## src/pocsf_pkg.sv

```systemverilog
// How it works
// - Switch-on-fault trips at once above start
// - Breaker open when max current below 0.02
// - No trip unless breaker seen open first
// - Open source: current threshold or chosen input
// - Open must last dead-line delay before arming
// - Trip only inside active-after-closure window
// - Switch-on-fault has one settings set only
// - Stages compare largest fundamental phase current
// - Start above setting, drop below 97% of it, trip after delay
// - Three stages; first may use dependent delay
// - Zero fixed delay gives instantaneous trip
// - Dependent delay shortens as current rises
// - Current saturates at fifty times nominal
// - Harmonics option compares true RMS value
// - Harmonics option adds five ms delay
// - Each stage holds four setting groups
package pocsf_pkg;
   localparam int N_STG = 3;
   localparam int N_GRP = 4;
   localparam int N_DI = 8;
   localparam int N_VI = 8;
   localparam int N_IRQ = 7;
   // ----------------------------------------
   // Timing
   // ----------------------------------------
   localparam int CLK_NS = 32'h64;
   localparam int TICK_NS = 32'hF4240;
   localparam int TICK_CYC = TICK_NS / CLK_NS;
   localparam int MS_PER_STEP = 32'hA;
   localparam int HARM_MS = 32'h5;
   // ----------------------------------------
   // Current levels, 0.01 x nominal units
   // ----------------------------------------
   localparam logic [15:0] LOW_LIM = 16'h0002;
   localparam logic [15:0] SAT_LIM = 16'h1388;
   localparam logic [7:0] RR_NUM = 8'h61;
   localparam logic [7:0] RR_DEN = 8'h64;
   // ----------------------------------------
   // Register offsets and fields
   // ----------------------------------------
   localparam logic [7:0] OFS_CTRL = 8'h00;
   localparam logic [7:0] OFS_STAT = 8'h04;
   localparam logic [7:0] OFS_IRQ_STAT = 8'h08;
   localparam logic [7:0] OFS_IRQ_CLR = 8'h0C;
   localparam logic [7:0] OFS_IRQ_EN = 8'h10;
   localparam logic [7:0] OFS_SF_START = 8'h14;
   localparam logic [7:0] OFS_SF_DEAD = 8'h18;
   localparam logic [7:0] OFS_SF_WIN = 8'h1C;
   localparam logic [7:0] OFS_SF_SRC = 8'h20;
   localparam int STG_BASE_BIT = 7;
   localparam int STG_DLY_BIT = 2;
   localparam int CTRL_GRP_LSB = 0;
   localparam int CTRL_DEP_BIT = 2;
   localparam int CTRL_HARM_LSB = 3;
   localparam int CTRL_EN_LSB = 5;
   // ----------------------------------------
   // Reset values
   // ----------------------------------------
   localparam logic [15:0] RST_ST_START = 16'h0064;
   localparam logic [2:0] RST_EN = 3'h7;
   localparam logic [15:0] RST_SF_START = 16'h0064;
   localparam logic [15:0] RST_SF_WIN = 16'h000A;
   typedef enum logic [1:0] {
      SF_IDLE = 2'b00,
      SF_DEAD = 2'b01,
      SF_ARMED = 2'b10,
      SF_WIN = 2'b11
   } pocsf_sf_e;
endpackage

```

## src/pocsf_top.sv

```systemverilog
`timescale 1ns/1ps
`default_nettype none
module pocsf_top #(
   parameter int TICK_CYCLES = pocsf_pkg::TICK_CYC
) (
   input wire logic clock_in, // 10 MHz
   input wire logic rst_n_in, // Async reset
   input wire logic enable_in, // Clock enable
   input wire logic [15:0] fund_l1_in, // Fundamental L1
   input wire logic [15:0] fund_l2_in, // Fundamental L2
   input wire logic [15:0] fund_l3_in, // Fundamental L3
   input wire logic [15:0] rms_l1_in, // True RMS L1
   input wire logic [15:0] rms_l2_in, // True RMS L2
   input wire logic [15:0] rms_l3_in, // True RMS L3
   input wire logic [7:0] digital_input_in, // Pins
   input wire logic [7:0] virtual_input_in, // Logic
   input wire logic [7:0] reg_addr_in, // Address
   input wire logic [31:0] reg_wdata_in, // Write data
   input wire logic reg_wr_in, // Write strobe
   input wire logic reg_rd_in, // Read strobe
   output logic [31:0] reg_rdata_out, // Read data
   output logic [2:0] stage_start_out, // Stage start
   output logic [2:0] stage_trip_out, // Stage trip
   output logic switch_on_fault_trip_out, // Fault trip
   output logic irq_out // Interrupt
);
   typedef struct packed {
      logic [7:0] di_s0;
      logic [7:0] di_s1;
      logic [7:0] di_s2;
      logic [7:0] di_st;
      logic [15:0] tick_cnt;
      logic [1:0] grp;
      logic dep_mode;
      logic [1:0] harm;
      logic [2:0] stg_en;
      logic [2:0][3:0][15:0] st_start;
      logic [2:0][3:0][19:0] st_delay;
      logic [2:0][31:0] st_tmr;
      logic [2:0] st_start_o;
      logic [2:0] st_trip_o;
      logic [15:0] sf_start;
      logic [15:0] sf_dead;
      logic [15:0] sf_win;
      logic [4:0] sf_src;
      pocsf_pkg::pocsf_sf_e sf_st;
      logic [23:0] sf_tmr;
      logic sf_trip;
      logic [6:0] irq_stat;
      logic [6:0] irq_en;
      logic irq;
      logic [31:0] rdata;
   } pocsf_st_s;

   pocsf_st_s q;
   pocsf_st_s d;

   // ----------------------------------------
   // Current selection
   // ----------------------------------------
   function automatic logic [15:0] pocsf_max3(input logic [15:0] a, input logic [15:0] b,
                                              input logic [15:0] c);
      logic [15:0] m;
      m = a;
      if (b > m) begin
         m = b;
      end
      if (c > m) begin
         m = c;
      end
      if (m > pocsf_pkg::SAT_LIM) begin
         m = pocsf_pkg::SAT_LIM;
      end
      return m;
   endfunction

   logic [15:0] fmax;
   logic [15:0] rmax;
   logic tick;
   logic [2:0][15:0] s_start;
   logic [2:0][15:0] s_cur;
   logic [2:0][31:0] s_tgt;
   logic [2:0][31:0] s_inc;
   logic [2:0] s_over;
   logic [2:0] s_under;
   logic [15:0] in_all;
   logic sf_open;
   logic sf_over;
   logic sf_under;
   logic [23:0] dead_ms;
   logic [23:0] win_ms;
   logic [6:0] ev;
   logic [6:0] clr;
   logic [1:0] wst;
   logic [1:0] wgp;

   assign fmax = pocsf_max3(fund_l1_in, fund_l2_in, fund_l3_in);
   assign rmax = pocsf_max3(rms_l1_in, rms_l2_in, rms_l3_in);
   assign tick = (q.tick_cnt == 16'(TICK_CYCLES - 1));
   assign wst = reg_addr_in[6:5];
   assign wgp = reg_addr_in[4:3];

   // ----------------------------------------
   // Per-stage compare and delay target
   // ----------------------------------------
   generate
      for (genvar i = 0; i < pocsf_pkg::N_STG; i++) begin : g_stg
         logic hs;
         logic dep;
         logic [31:0] base;
         assign hs = (i < 2) ? q.harm[i % 2] : 1'b0;
         assign dep = (i == 0) ? q.dep_mode : 1'b0;
         assign s_start[i] = q.st_start[i][q.grp];
         assign s_cur[i] = hs ? rmax : fmax;
         assign s_over[i] = q.stg_en[i] && (s_cur[i] > s_start[i]);
         assign s_under[i] = !q.stg_en[i]
            || (24'(s_cur[i]) * 24'(pocsf_pkg::RR_DEN)
                < 24'(s_start[i]) * 24'(pocsf_pkg::RR_NUM));
         assign base = 32'(q.st_delay[i][q.grp]) * 32'(pocsf_pkg::MS_PER_STEP)
            + (hs ? 32'(pocsf_pkg::HARM_MS) : 32'h0);
         assign s_tgt[i] = dep ? base * 32'(s_start[i]) : base;
         assign s_inc[i] = dep ? 32'(s_cur[i]) : 32'h1;
      end
   endgenerate

   // ----------------------------------------
   // Switch-on-fault conditions
   // ----------------------------------------
   assign in_all = {virtual_input_in, q.di_st};
   always_comb begin
      if (q.sf_src == 5'h00 || q.sf_src > 5'h10) begin
         sf_open = (fmax < pocsf_pkg::LOW_LIM);
      end else begin
         sf_open = in_all[4'(q.sf_src - 5'h01)];
      end
   end
   assign sf_over = fmax > q.sf_start;
   assign sf_under = 24'(fmax) * 24'(pocsf_pkg::RR_DEN)
      < 24'(q.sf_start) * 24'(pocsf_pkg::RR_NUM);
   assign dead_ms = 24'(q.sf_dead) * 24'(pocsf_pkg::MS_PER_STEP);
   assign win_ms = 24'(q.sf_win) * 24'(pocsf_pkg::MS_PER_STEP);
   assign clr = (reg_wr_in && reg_addr_in == pocsf_pkg::OFS_IRQ_CLR) ? reg_wdata_in[6:0] : 7'h00;

   // ----------------------------------------
   // Next state
   // ----------------------------------------
   always_comb begin
      d = q;
      ev = 7'h00;
      if (enable_in) begin
         d.rdata = 32'h0000_0000;
         d.di_s0 = digital_input_in;
         d.di_s1 = q.di_s0;
         d.di_s2 = q.di_s1;
         d.di_st = (q.di_st & (q.di_s1 ^ q.di_s2)) | (q.di_s2 & ~(q.di_s1 ^ q.di_s2));
         d.tick_cnt = tick ? 16'h0000 : q.tick_cnt + 16'h0001;
         for (int i = 0; i < pocsf_pkg::N_STG; i++) begin
            if (s_under[i]) begin
               d.st_start_o[i] = 1'b0;
               d.st_tmr[i] = 32'h0000_0000;
            end else if (s_over[i]) begin
               d.st_start_o[i] = 1'b1;
            end
            if (d.st_start_o[i] && tick && q.st_tmr[i] < s_tgt[i]) begin
               d.st_tmr[i] = q.st_tmr[i] + s_inc[i];
            end
            d.st_trip_o[i] = d.st_start_o[i] && (d.st_tmr[i] >= s_tgt[i]);
         end
         case (q.sf_st)
            pocsf_pkg::SF_IDLE: begin
               d.sf_tmr = 24'h000000;
               if (sf_open) begin
                  d.sf_st = pocsf_pkg::SF_DEAD;
               end
            end
            pocsf_pkg::SF_DEAD: begin
               if (!sf_open) begin
                  d.sf_st = pocsf_pkg::SF_IDLE;
                  d.sf_tmr = 24'h000000;
               end else if (q.sf_tmr >= dead_ms) begin
                  d.sf_st = pocsf_pkg::SF_ARMED;
                  d.sf_tmr = 24'h000000;
               end else if (tick) begin
                  d.sf_tmr = q.sf_tmr + 24'h000001;
               end
            end
            pocsf_pkg::SF_ARMED: begin
               if (!sf_open) begin
                  d.sf_st = pocsf_pkg::SF_WIN;
                  d.sf_trip = sf_over && (win_ms != 24'h000000);
               end
            end
            pocsf_pkg::SF_WIN: begin
               if (q.sf_trip) begin
                  if (sf_under) begin
                     d.sf_trip = 1'b0;
                     d.sf_st = pocsf_pkg::SF_IDLE;
                     d.sf_tmr = 24'h000000;
                  end
               end else if (sf_open) begin
                  d.sf_st = pocsf_pkg::SF_DEAD;
                  d.sf_tmr = 24'h000000;
               end else if (q.sf_tmr >= win_ms) begin
                  d.sf_st = pocsf_pkg::SF_IDLE;
                  d.sf_tmr = 24'h000000;
               end else begin
                  d.sf_trip = sf_over;
                  if (tick) begin
                     d.sf_tmr = q.sf_tmr + 24'h000001;
                  end
               end
            end
            default: begin
               d.sf_st = pocsf_pkg::SF_IDLE;
            end
         endcase
         // Rising edges are events; set beats clear
         ev = {d.sf_trip & ~q.sf_trip, d.st_trip_o & ~q.st_trip_o,
               d.st_start_o & ~q.st_start_o};
         d.irq_stat = (q.irq_stat & ~clr) | ev;
         if (reg_wr_in) begin
            case (reg_addr_in)
               pocsf_pkg::OFS_CTRL: begin
                  d.grp = reg_wdata_in[pocsf_pkg::CTRL_GRP_LSB +: 2];
                  d.dep_mode = reg_wdata_in[pocsf_pkg::CTRL_DEP_BIT];
                  d.harm = reg_wdata_in[pocsf_pkg::CTRL_HARM_LSB +: 2];
                  d.stg_en = reg_wdata_in[pocsf_pkg::CTRL_EN_LSB +: 3];
               end
               pocsf_pkg::OFS_IRQ_EN: d.irq_en = reg_wdata_in[6:0];
               pocsf_pkg::OFS_SF_START: d.sf_start = reg_wdata_in[15:0];
               pocsf_pkg::OFS_SF_DEAD: d.sf_dead = reg_wdata_in[15:0];
               pocsf_pkg::OFS_SF_WIN: d.sf_win = reg_wdata_in[15:0];
               pocsf_pkg::OFS_SF_SRC: d.sf_src = reg_wdata_in[4:0];
               default: begin
                  if (reg_addr_in[pocsf_pkg::STG_BASE_BIT] && wst != 2'h3) begin
                     if (reg_addr_in[pocsf_pkg::STG_DLY_BIT]) begin
                        d.st_delay[wst][wgp] = reg_wdata_in[19:0];
                     end else begin
                        d.st_start[wst][wgp] = reg_wdata_in[15:0];
                     end
                  end
               end
            endcase
         end
         if (reg_rd_in) begin
            case (reg_addr_in)
               pocsf_pkg::OFS_CTRL: d.rdata = 32'({q.stg_en, q.harm, q.dep_mode, q.grp});
               pocsf_pkg::OFS_STAT: d.rdata = 32'({sf_open, q.sf_st, q.sf_trip,
                                                   q.st_trip_o, q.st_start_o});
               pocsf_pkg::OFS_IRQ_STAT: d.rdata = 32'(q.irq_stat);
               pocsf_pkg::OFS_IRQ_EN: d.rdata = 32'(q.irq_en);
               pocsf_pkg::OFS_SF_START: d.rdata = 32'(q.sf_start);
               pocsf_pkg::OFS_SF_DEAD: d.rdata = 32'(q.sf_dead);
               pocsf_pkg::OFS_SF_WIN: d.rdata = 32'(q.sf_win);
               pocsf_pkg::OFS_SF_SRC: d.rdata = 32'(q.sf_src);
               default: begin
                  if (reg_addr_in[pocsf_pkg::STG_BASE_BIT] && wst != 2'h3) begin
                     if (reg_addr_in[pocsf_pkg::STG_DLY_BIT]) begin
                        d.rdata = 32'(q.st_delay[wst][wgp]);
                     end else begin
                        d.rdata = 32'(q.st_start[wst][wgp]);
                     end
                  end
               end
            endcase
         end
         d.irq = |(d.irq_stat & d.irq_en);
      end
   end

   always_ff @(posedge clock_in or negedge rst_n_in) begin
      if (!rst_n_in) begin
         q <= '0;
         q.st_start <= {(pocsf_pkg::N_STG * pocsf_pkg::N_GRP){pocsf_pkg::RST_ST_START}};
         q.stg_en <= pocsf_pkg::RST_EN;
         q.sf_start <= pocsf_pkg::RST_SF_START;
         q.sf_win <= pocsf_pkg::RST_SF_WIN;
         q.sf_st <= pocsf_pkg::SF_IDLE;
      end else begin
         q <= d;
      end
   end

   assign reg_rdata_out = q.rdata;
   assign stage_start_out = q.st_start_o;
   assign stage_trip_out = q.st_trip_o;
   assign switch_on_fault_trip_out = q.sf_trip;
   assign irq_out = q.irq;
endmodule
`default_nettype wire

```

## config.mk

```make
export PLATFORM = sky130hd
export DESIGN_NAME = pocsf_top
export DESIGN_NICKNAME = d
export VERILOG_FILES = /design/src/pocsf_pkg.sv /design/src/pocsf_top.sv
export SDC_FILE = /design/constraint.sdc
export NUM_CORES = 2
export LEC_CHECK = 0
export ABC_AREA = 1
export BUFFER_PORTS_ARGS = -buffer_cell sky130_fd_sc_hd__buf_2
export CAP_MARGIN = 20
export CORE_MARGIN = 2
export CORE_UTILIZATION = 40
export DETAILED_ROUTE_END_ITERATION = 7
export PLACE_DENSITY_LB_ADDON = 0.05
export SLEW_MARGIN = 0
export SYNTH_ARGS = -nofsm -noshare
export SYNTH_HDL_FRONTEND = slang
export SYNTH_SLANG_ARGS = --single-unit
```

## constraint.sdc

```tcl
create_clock -name clock_in -period 14.2 [get_ports clock_in]
set_input_delay 2.13 -clock clock_in [delete_from_list [all_inputs] [get_ports clock_in]]
set_output_delay 2.13 -clock clock_in [all_outputs]
set_load 0.01 [all_outputs]
```

==> Yosys cells after proc, flatten, opt, wreduce, memory -nomap -nowiden <==
Cells that the tools add are included.
{ "word_totals": {"mem_bits_rw": 0, "mem_count": 0, "ff_bits": 717, "romBits": 0, "out_inout_bits": 40, "latch_bits": 0, "wordCells": 265} }
{ "classes": {"bitwise": 17, "add_sub_neg": 8, "shifts": 0, "muxes": 90, "n_reduce_logical": 40, "n_eq_ne": 18, "div_mod_pow": 0, "n_mul": 13, "n_lt_le_gt_ge": 30} }
{ "op_table": {"columns": ["cell", "n"], "rows": [
  ["32-bit 2-to-1 mux", 10],
  ["240-bit bitwise mux", 1],
  ["16-bit 2-to-1 mux", 15],
  ["192-bit bitwise mux", 1],
  ["20-bit binary-select mux with 2-bit select", 4],
  ["80-bit binary-select mux with 2-bit select", 1],
  ["80-bit demux with 2-bit select", 1],
  ["20-bit 2-to-1 mux", 8],
  ["80-bit 2-to-1 mux", 2],
  ["20-bit one-hot mux with 8 select lines", 1],
  ["16-bit binary-select mux with 2-bit select", 4],
  ["64-bit binary-select mux with 2-bit select", 1],
  ["64-bit demux with 2-bit select", 1],
  ["16-bit > comparator", 8],
  ["64-bit 2-to-1 mux", 2],
  ["23-bit < comparator", 4],
  ["16-bit by 7-bit multiplier with 23-bit output, second input constant", 4],
  ["24-bit 2-to-1 mux", 3],
  ["24-bit one-hot mux with 3 select lines", 1],
  ["20-bit by 3-bit multiplier with 23-bit output, second input constant", 3],
  ["32-bit by 1-bit adder with 32-bit output, second input constant", 2],
  ["16-bit by 5-bit multiplier with 21-bit output, second input constant", 3],
  ["27-bit 2-to-1 mux", 2],
  ["26-bit 2-to-1 mux", 2],
  ["63 further kinds", 132]
]} }

==> Depth between registers and ports, before layout <==
{ "logic_depth": {"depth_word": 22, "depth_mapped": 97, "mapped_depth_nobuf": 95} }

==> Least setup slack after synthesis <==
OpenSTA, ideal clock, no wires.
{ "synth_timing": {"kind": "reg2reg", "from": "reg q[667] in the netlist's numbering", "to": "reg q (netlist bit irq_out)", "t_required_ns": 14.087, "stages_incl_launch_ff": 88, "arrival_time_ns": 14.549, "period_less_slack_ns": 14.662, "path_buffers": 10, "setup_slack_ns": -0.462, "cell_sequence": "dfrtp_1 > clkbuf_1 > clkbuf_1 > clkbuf_1 > clkbuf_1 > clkbuf_1 > clkbuf_1 > clkbuf_1 > buf_1 > nor2_1 > o22ai_1 > ha_1 > ha_1 > inv_1 > fa_1 > nand3b_1 > or2_1 > nand3_1 > [... 52 more ...] > nand2_1 > a21oi_1 > o21ai_0 > a21oi_1 > o221a_2 > o221ai_1 > nand4_1 > o211ai_1 > a41o_1 > nand2_1 > o21ai_0 > a22o_1 > a21oi_1 > nand2_1 > a21oi_1 > nand3_1 > nand2_1 > inv_1"} }
{ "synth_between": {"elab_chain_cells": 17, "elab_cells_between_ends": 72, "classes_between": "2 x add/sub; 7 x mul; 12 x order compare; 31 x mux; 4 x bitwise; 16 x reduce/logical"} }
{ "synth_rtl": {"columns": ["item", "line", "text"], "rows": [
  ["start: declaration", "pocsf_top.sv:55", "pocsf_st_s q;"],
  ["branches (longest 14 deep; another with 25-bit by 16-bit multiplier with 32-bit output)", null, null],
  ["7-bit bitwise OR (*)", "pocsf_top.sv:220", "d.irq_stat = (q.irq_stat & ~clr) | ev;"],
  ["7-bit bitwise AND (*)", "pocsf_top.sv:267", "d.irq = |(d.irq_stat & d.irq_en);"],
  ["7-bit OR reduction (*)", "pocsf_top.sv:267", null]
]} }
Mark *: on every way between the ends. The select of a mux whose other input is x is not followed.
A chain may end at the register's enable or synchronous reset.

==> Final worst setup path <==
Ends and elaborated chain as after synthesis.

==> qor.yml <==
detailed_routing:
  drtAntennaViolNets: 0
  number_of_drc_violations_after_detailed_routing_iteration_0: 4771
  post_drt_wl_per_cell_um: 20.8
  drc_errors: 0
  routed_via_density: 5.32
  via_count: 67900
  drt_pre_antenna_iters: 7
  routed_wl_mm: 265
job:
  timing.max_cap.violations: 0
sta:
  timing.slew.headroom: 0.184
  timing.clock.skew_ns: 0.0639
  fmax_ghz: 0.0736
  final_hold_viol_count: 0
  worstMarginPinSlew_ns: 1.22
  timing.final.crit_period_ns: 13.59
  layout_worst_path_cycle_share: 0.957
  setup_tns_ns: 0
  finalSetupViolCount: 0
  slew_violations: 0
yosys:
  synthDominantCellAreaShare: 0.226
  synth_sequential_area_ratio: 0.241
  ys_dominant_reg_cell: "sky130_fd_sc_hd__dfrtp_1"
  synth-seq-cells: 705
  number_of_synthesized_flops_with_an_enable_pin: 0
  post_synthesis_instance_area_um2: 73300
  async_reset_ff_frac: 1.00
  yosysMostFrequentCell: "sky130_fd_sc_hd__nand2_1"
  synth_area_leaders: "sky130_fd_sc_hd__dfrtp_1 (23%), sky130_fd_sc_hd__ha_1 (19%), sky130_fd_sc_hd__nand2_1 (11%)"
  synthesis.instances: 9573
  synth_cell_type_count: 79
  synth_largest_area_cell: "sky130_fd_sc_hd__dfrtp_1"
  synth.avg_cell_area_um2: 7.66
  yosys_warnings: 0
  post_synth_most_frequent_cells: "sky130_fd_sc_hd__nand2_1 (2,127), sky130_fd_sc_hd__inv_1 (1,332), sky130_fd_sc_hd__ha_1 (1,092)"
die:
  pin_count: 197
  die_width_um: 432
  fp.dieArea_um2: 187000
  die_height_um: 432
  placement_rows: 157
  core-area_um2: 183000
  starting_density: 0.401
cts:
  clk_path_buf_depth: 3
  cts_tree: "done"
  cts_inserted_buffers: 83
  clock-sinks: 705
  htreeDepth: 3
  cts_root_buf: "sky130_fd_sc_hd__clkbuf_16"
  cts.reportedPaths.clkPinSlew_ns: 0.07
  insertion_delay_ns: 0.72
  ctsHoldBuffers: 0
power:
  pwr_density_cell_nw_per_um2: 98.2
  vdd_ir_drop_max_uv: 91.1
  total_power_uw: 8480
  cellLeakagePower_uw: 0.0433
outcome:
  status: "finished clean"
worst_setup_path:
  critical_path.max_fanout: 15
  startpoint_type: "flip-flop"
  worst_path_max_delay_cell: "sky130_fd_sc_hd__fa_1"
  end_kind: "flip-flop"
  worst_setup_path_type: "flip-flop to flip-flop"
  critical_path.max_stage_delay_ns: 0.59
  worstPathRequired_ns: 14.80
  worst_ep_arrival_time_ns: 14.19
  most_frequent_cell_on_the_critical_path: "sky130_fd_sc_hd__inv_1"
placed_design:
  dp.final_hpwl_mm: 206
  buffer_ports.inserted: 172
  gp_routability_congestion: 0.931
grt:
  vias_in_the_first_global_route: 65800
  grt.total_usage: 0.283
  antenna_found_initial: 15
  largest_net_degree_at_the_start_of_global_routing: 154
  grt_first_pass_wirelength_mm: 404
  globalRouteOverflowTotal: 0
min_path:
  hold_path.class: "flip-flop to flip-flop"
final_layout:
  finalNetCount: 11900
  layout-drive-gt1-share: 0.144
  syn2layout_area_growth_pct: 17.8
  final.fill_count: 18300
-- flip-flops by register name (all words and copies together), names as in the netlist, named ones only --
register / flops
g_stg.dep: 1
switch_on_fault_trip_out: 1
g_stg.hs: 2
irq_out: 1
q: 665
stage_trip_out: 3
reg_rdata_out: 20
stage_start_out: 3
-- cells in the final DEF, fill, tap and decap left out, drive strengths merged, types with 19 or more instances in the layout --
cell	instances
nand2	2153
inv	1346
ha	1092
buf	991
o21ai	989
dfrtp	661
nor2	580
a21oi	519
fa	355
nand3	271
xor2	189
clkbuf	117
nand4	108
nor3	86
xnor2	81
o22ai	79
o21bai	71
conb	70
a221oi	65
a22oi	46
dfstp	44
clkinv	42
a22o	41
a32oi	36
nor4	27
a21o	24
o211ai	24
a211oi	24
a32o	22
a31oi	21
o221ai	19
-- logic make-up (layout without fill, tap and decap cells) --
| family | Yosys count | count (layout) | share of synthesized area |
|---|---|---|---|
| AOI/OAI and AO/OA | 2070 | 2070 | 0.164 |
| xor gates and xnor gates | 270 | 270 | 0.0322 |
| adders and majority gates | 1447 | 1447 | 0.283 |
| buffers and inverters | 1786 | 2511 | 0.0945 |
| DFF | 705 | 705 | 0.241 |
| muxes | 4 | 4 | 0.000546 |
| other | 2 | 75 | 0.000102 |
| and+or+nand+nor | 3289 | 3289 | 0.184 |
-- worst paths after layout --
kind,start,end,slack [ns],cells after the start
worst max register to register,q[667],irq_out,0.61,76
max in group asynchronous,rst_n_in,q[560],9.93,4
worst min-delay path,q[71],q[71],0.47,2
min in group asynchronous,rst_n_in,q[71],1.41,1
worst max-delay path,q[667],irq_out,0.61,76
worst min register to register,q[71],q[71],0.47,2
-- power by group --
part | internal [uW] | total (uW) | switching [uW]
logic | 1590 | 3890 | 2300
clock network | 1370 | 2340 | 962
registers | 2140 | 2260 | 115
-- layout make-up --
class | count | area [um2] | area share
antenna | 5 | 12.5 | 0.000145
sequential | 705 | 17700 | 0.205
multi-input combinational | 7150 | 50200 | 0.581
clock buffer | 115 | 2370 | 0.0274
inverter | 1363 | 5140 | 0.0596
clock inverter | 39 | 568 | 0.00658
tap | 2385 | 2980 | 0.0345
timing repair buffer | 993 | 7430 | 0.0860
timing repair inverter | 1 | 8.76 | 0.000101
-- routing by layer --
metal	routed length, um	GRT usage	share of wire
met5	47	0	0.00018
met4	10300	0.0992	0.039
met3	15100	0.0369	0.057
met2	120000	0.457	0.45
met1	120000	0.387	0.45
-- metrics by stage --
step	cell area (um2)	hold WS, ns	cells	setup WS [ns]	utilization
2_1_floorplan	73600	0.437	9641	0.0186	-
3_3_place_gp	81800	0.450	12600	-0.489	0.448
3_5_place_dp	81800	0.453	12600	-0.583	0.448
4_1_cts	84900	0.468	12700	0.00933	0.465
5_1_grt	86400	0.501	12800	-0.149	0.473
6_report	86400	0.467	12800	0.607	0.473
-- critical path: cells and delay by family (launching register included) --
family | cells | cell delay [ns]
adder cells (fa/ha/maj) | 11 | 4.28
AO/OA/AOI/OAI | 22 | 3.41
AND/OR/NAND/NOR | 24 | 2.88
buffers and inverters | 17 | 1.85
flip-flops | 1 | 0.56
multiplexers | 1 | 0.25
XOR/XNOR | 1 | 0.20
-- what timing repair did --
action / 4_1_cts / 5_1_grt
gates resized for setup: 44 / 277
pin swaps: 7 / 128
setup buffers: 1 / 35
cloned: 0 / 2
endpoints found under the setup margin: 2 / 7
(Power assumes the default switching activity.)
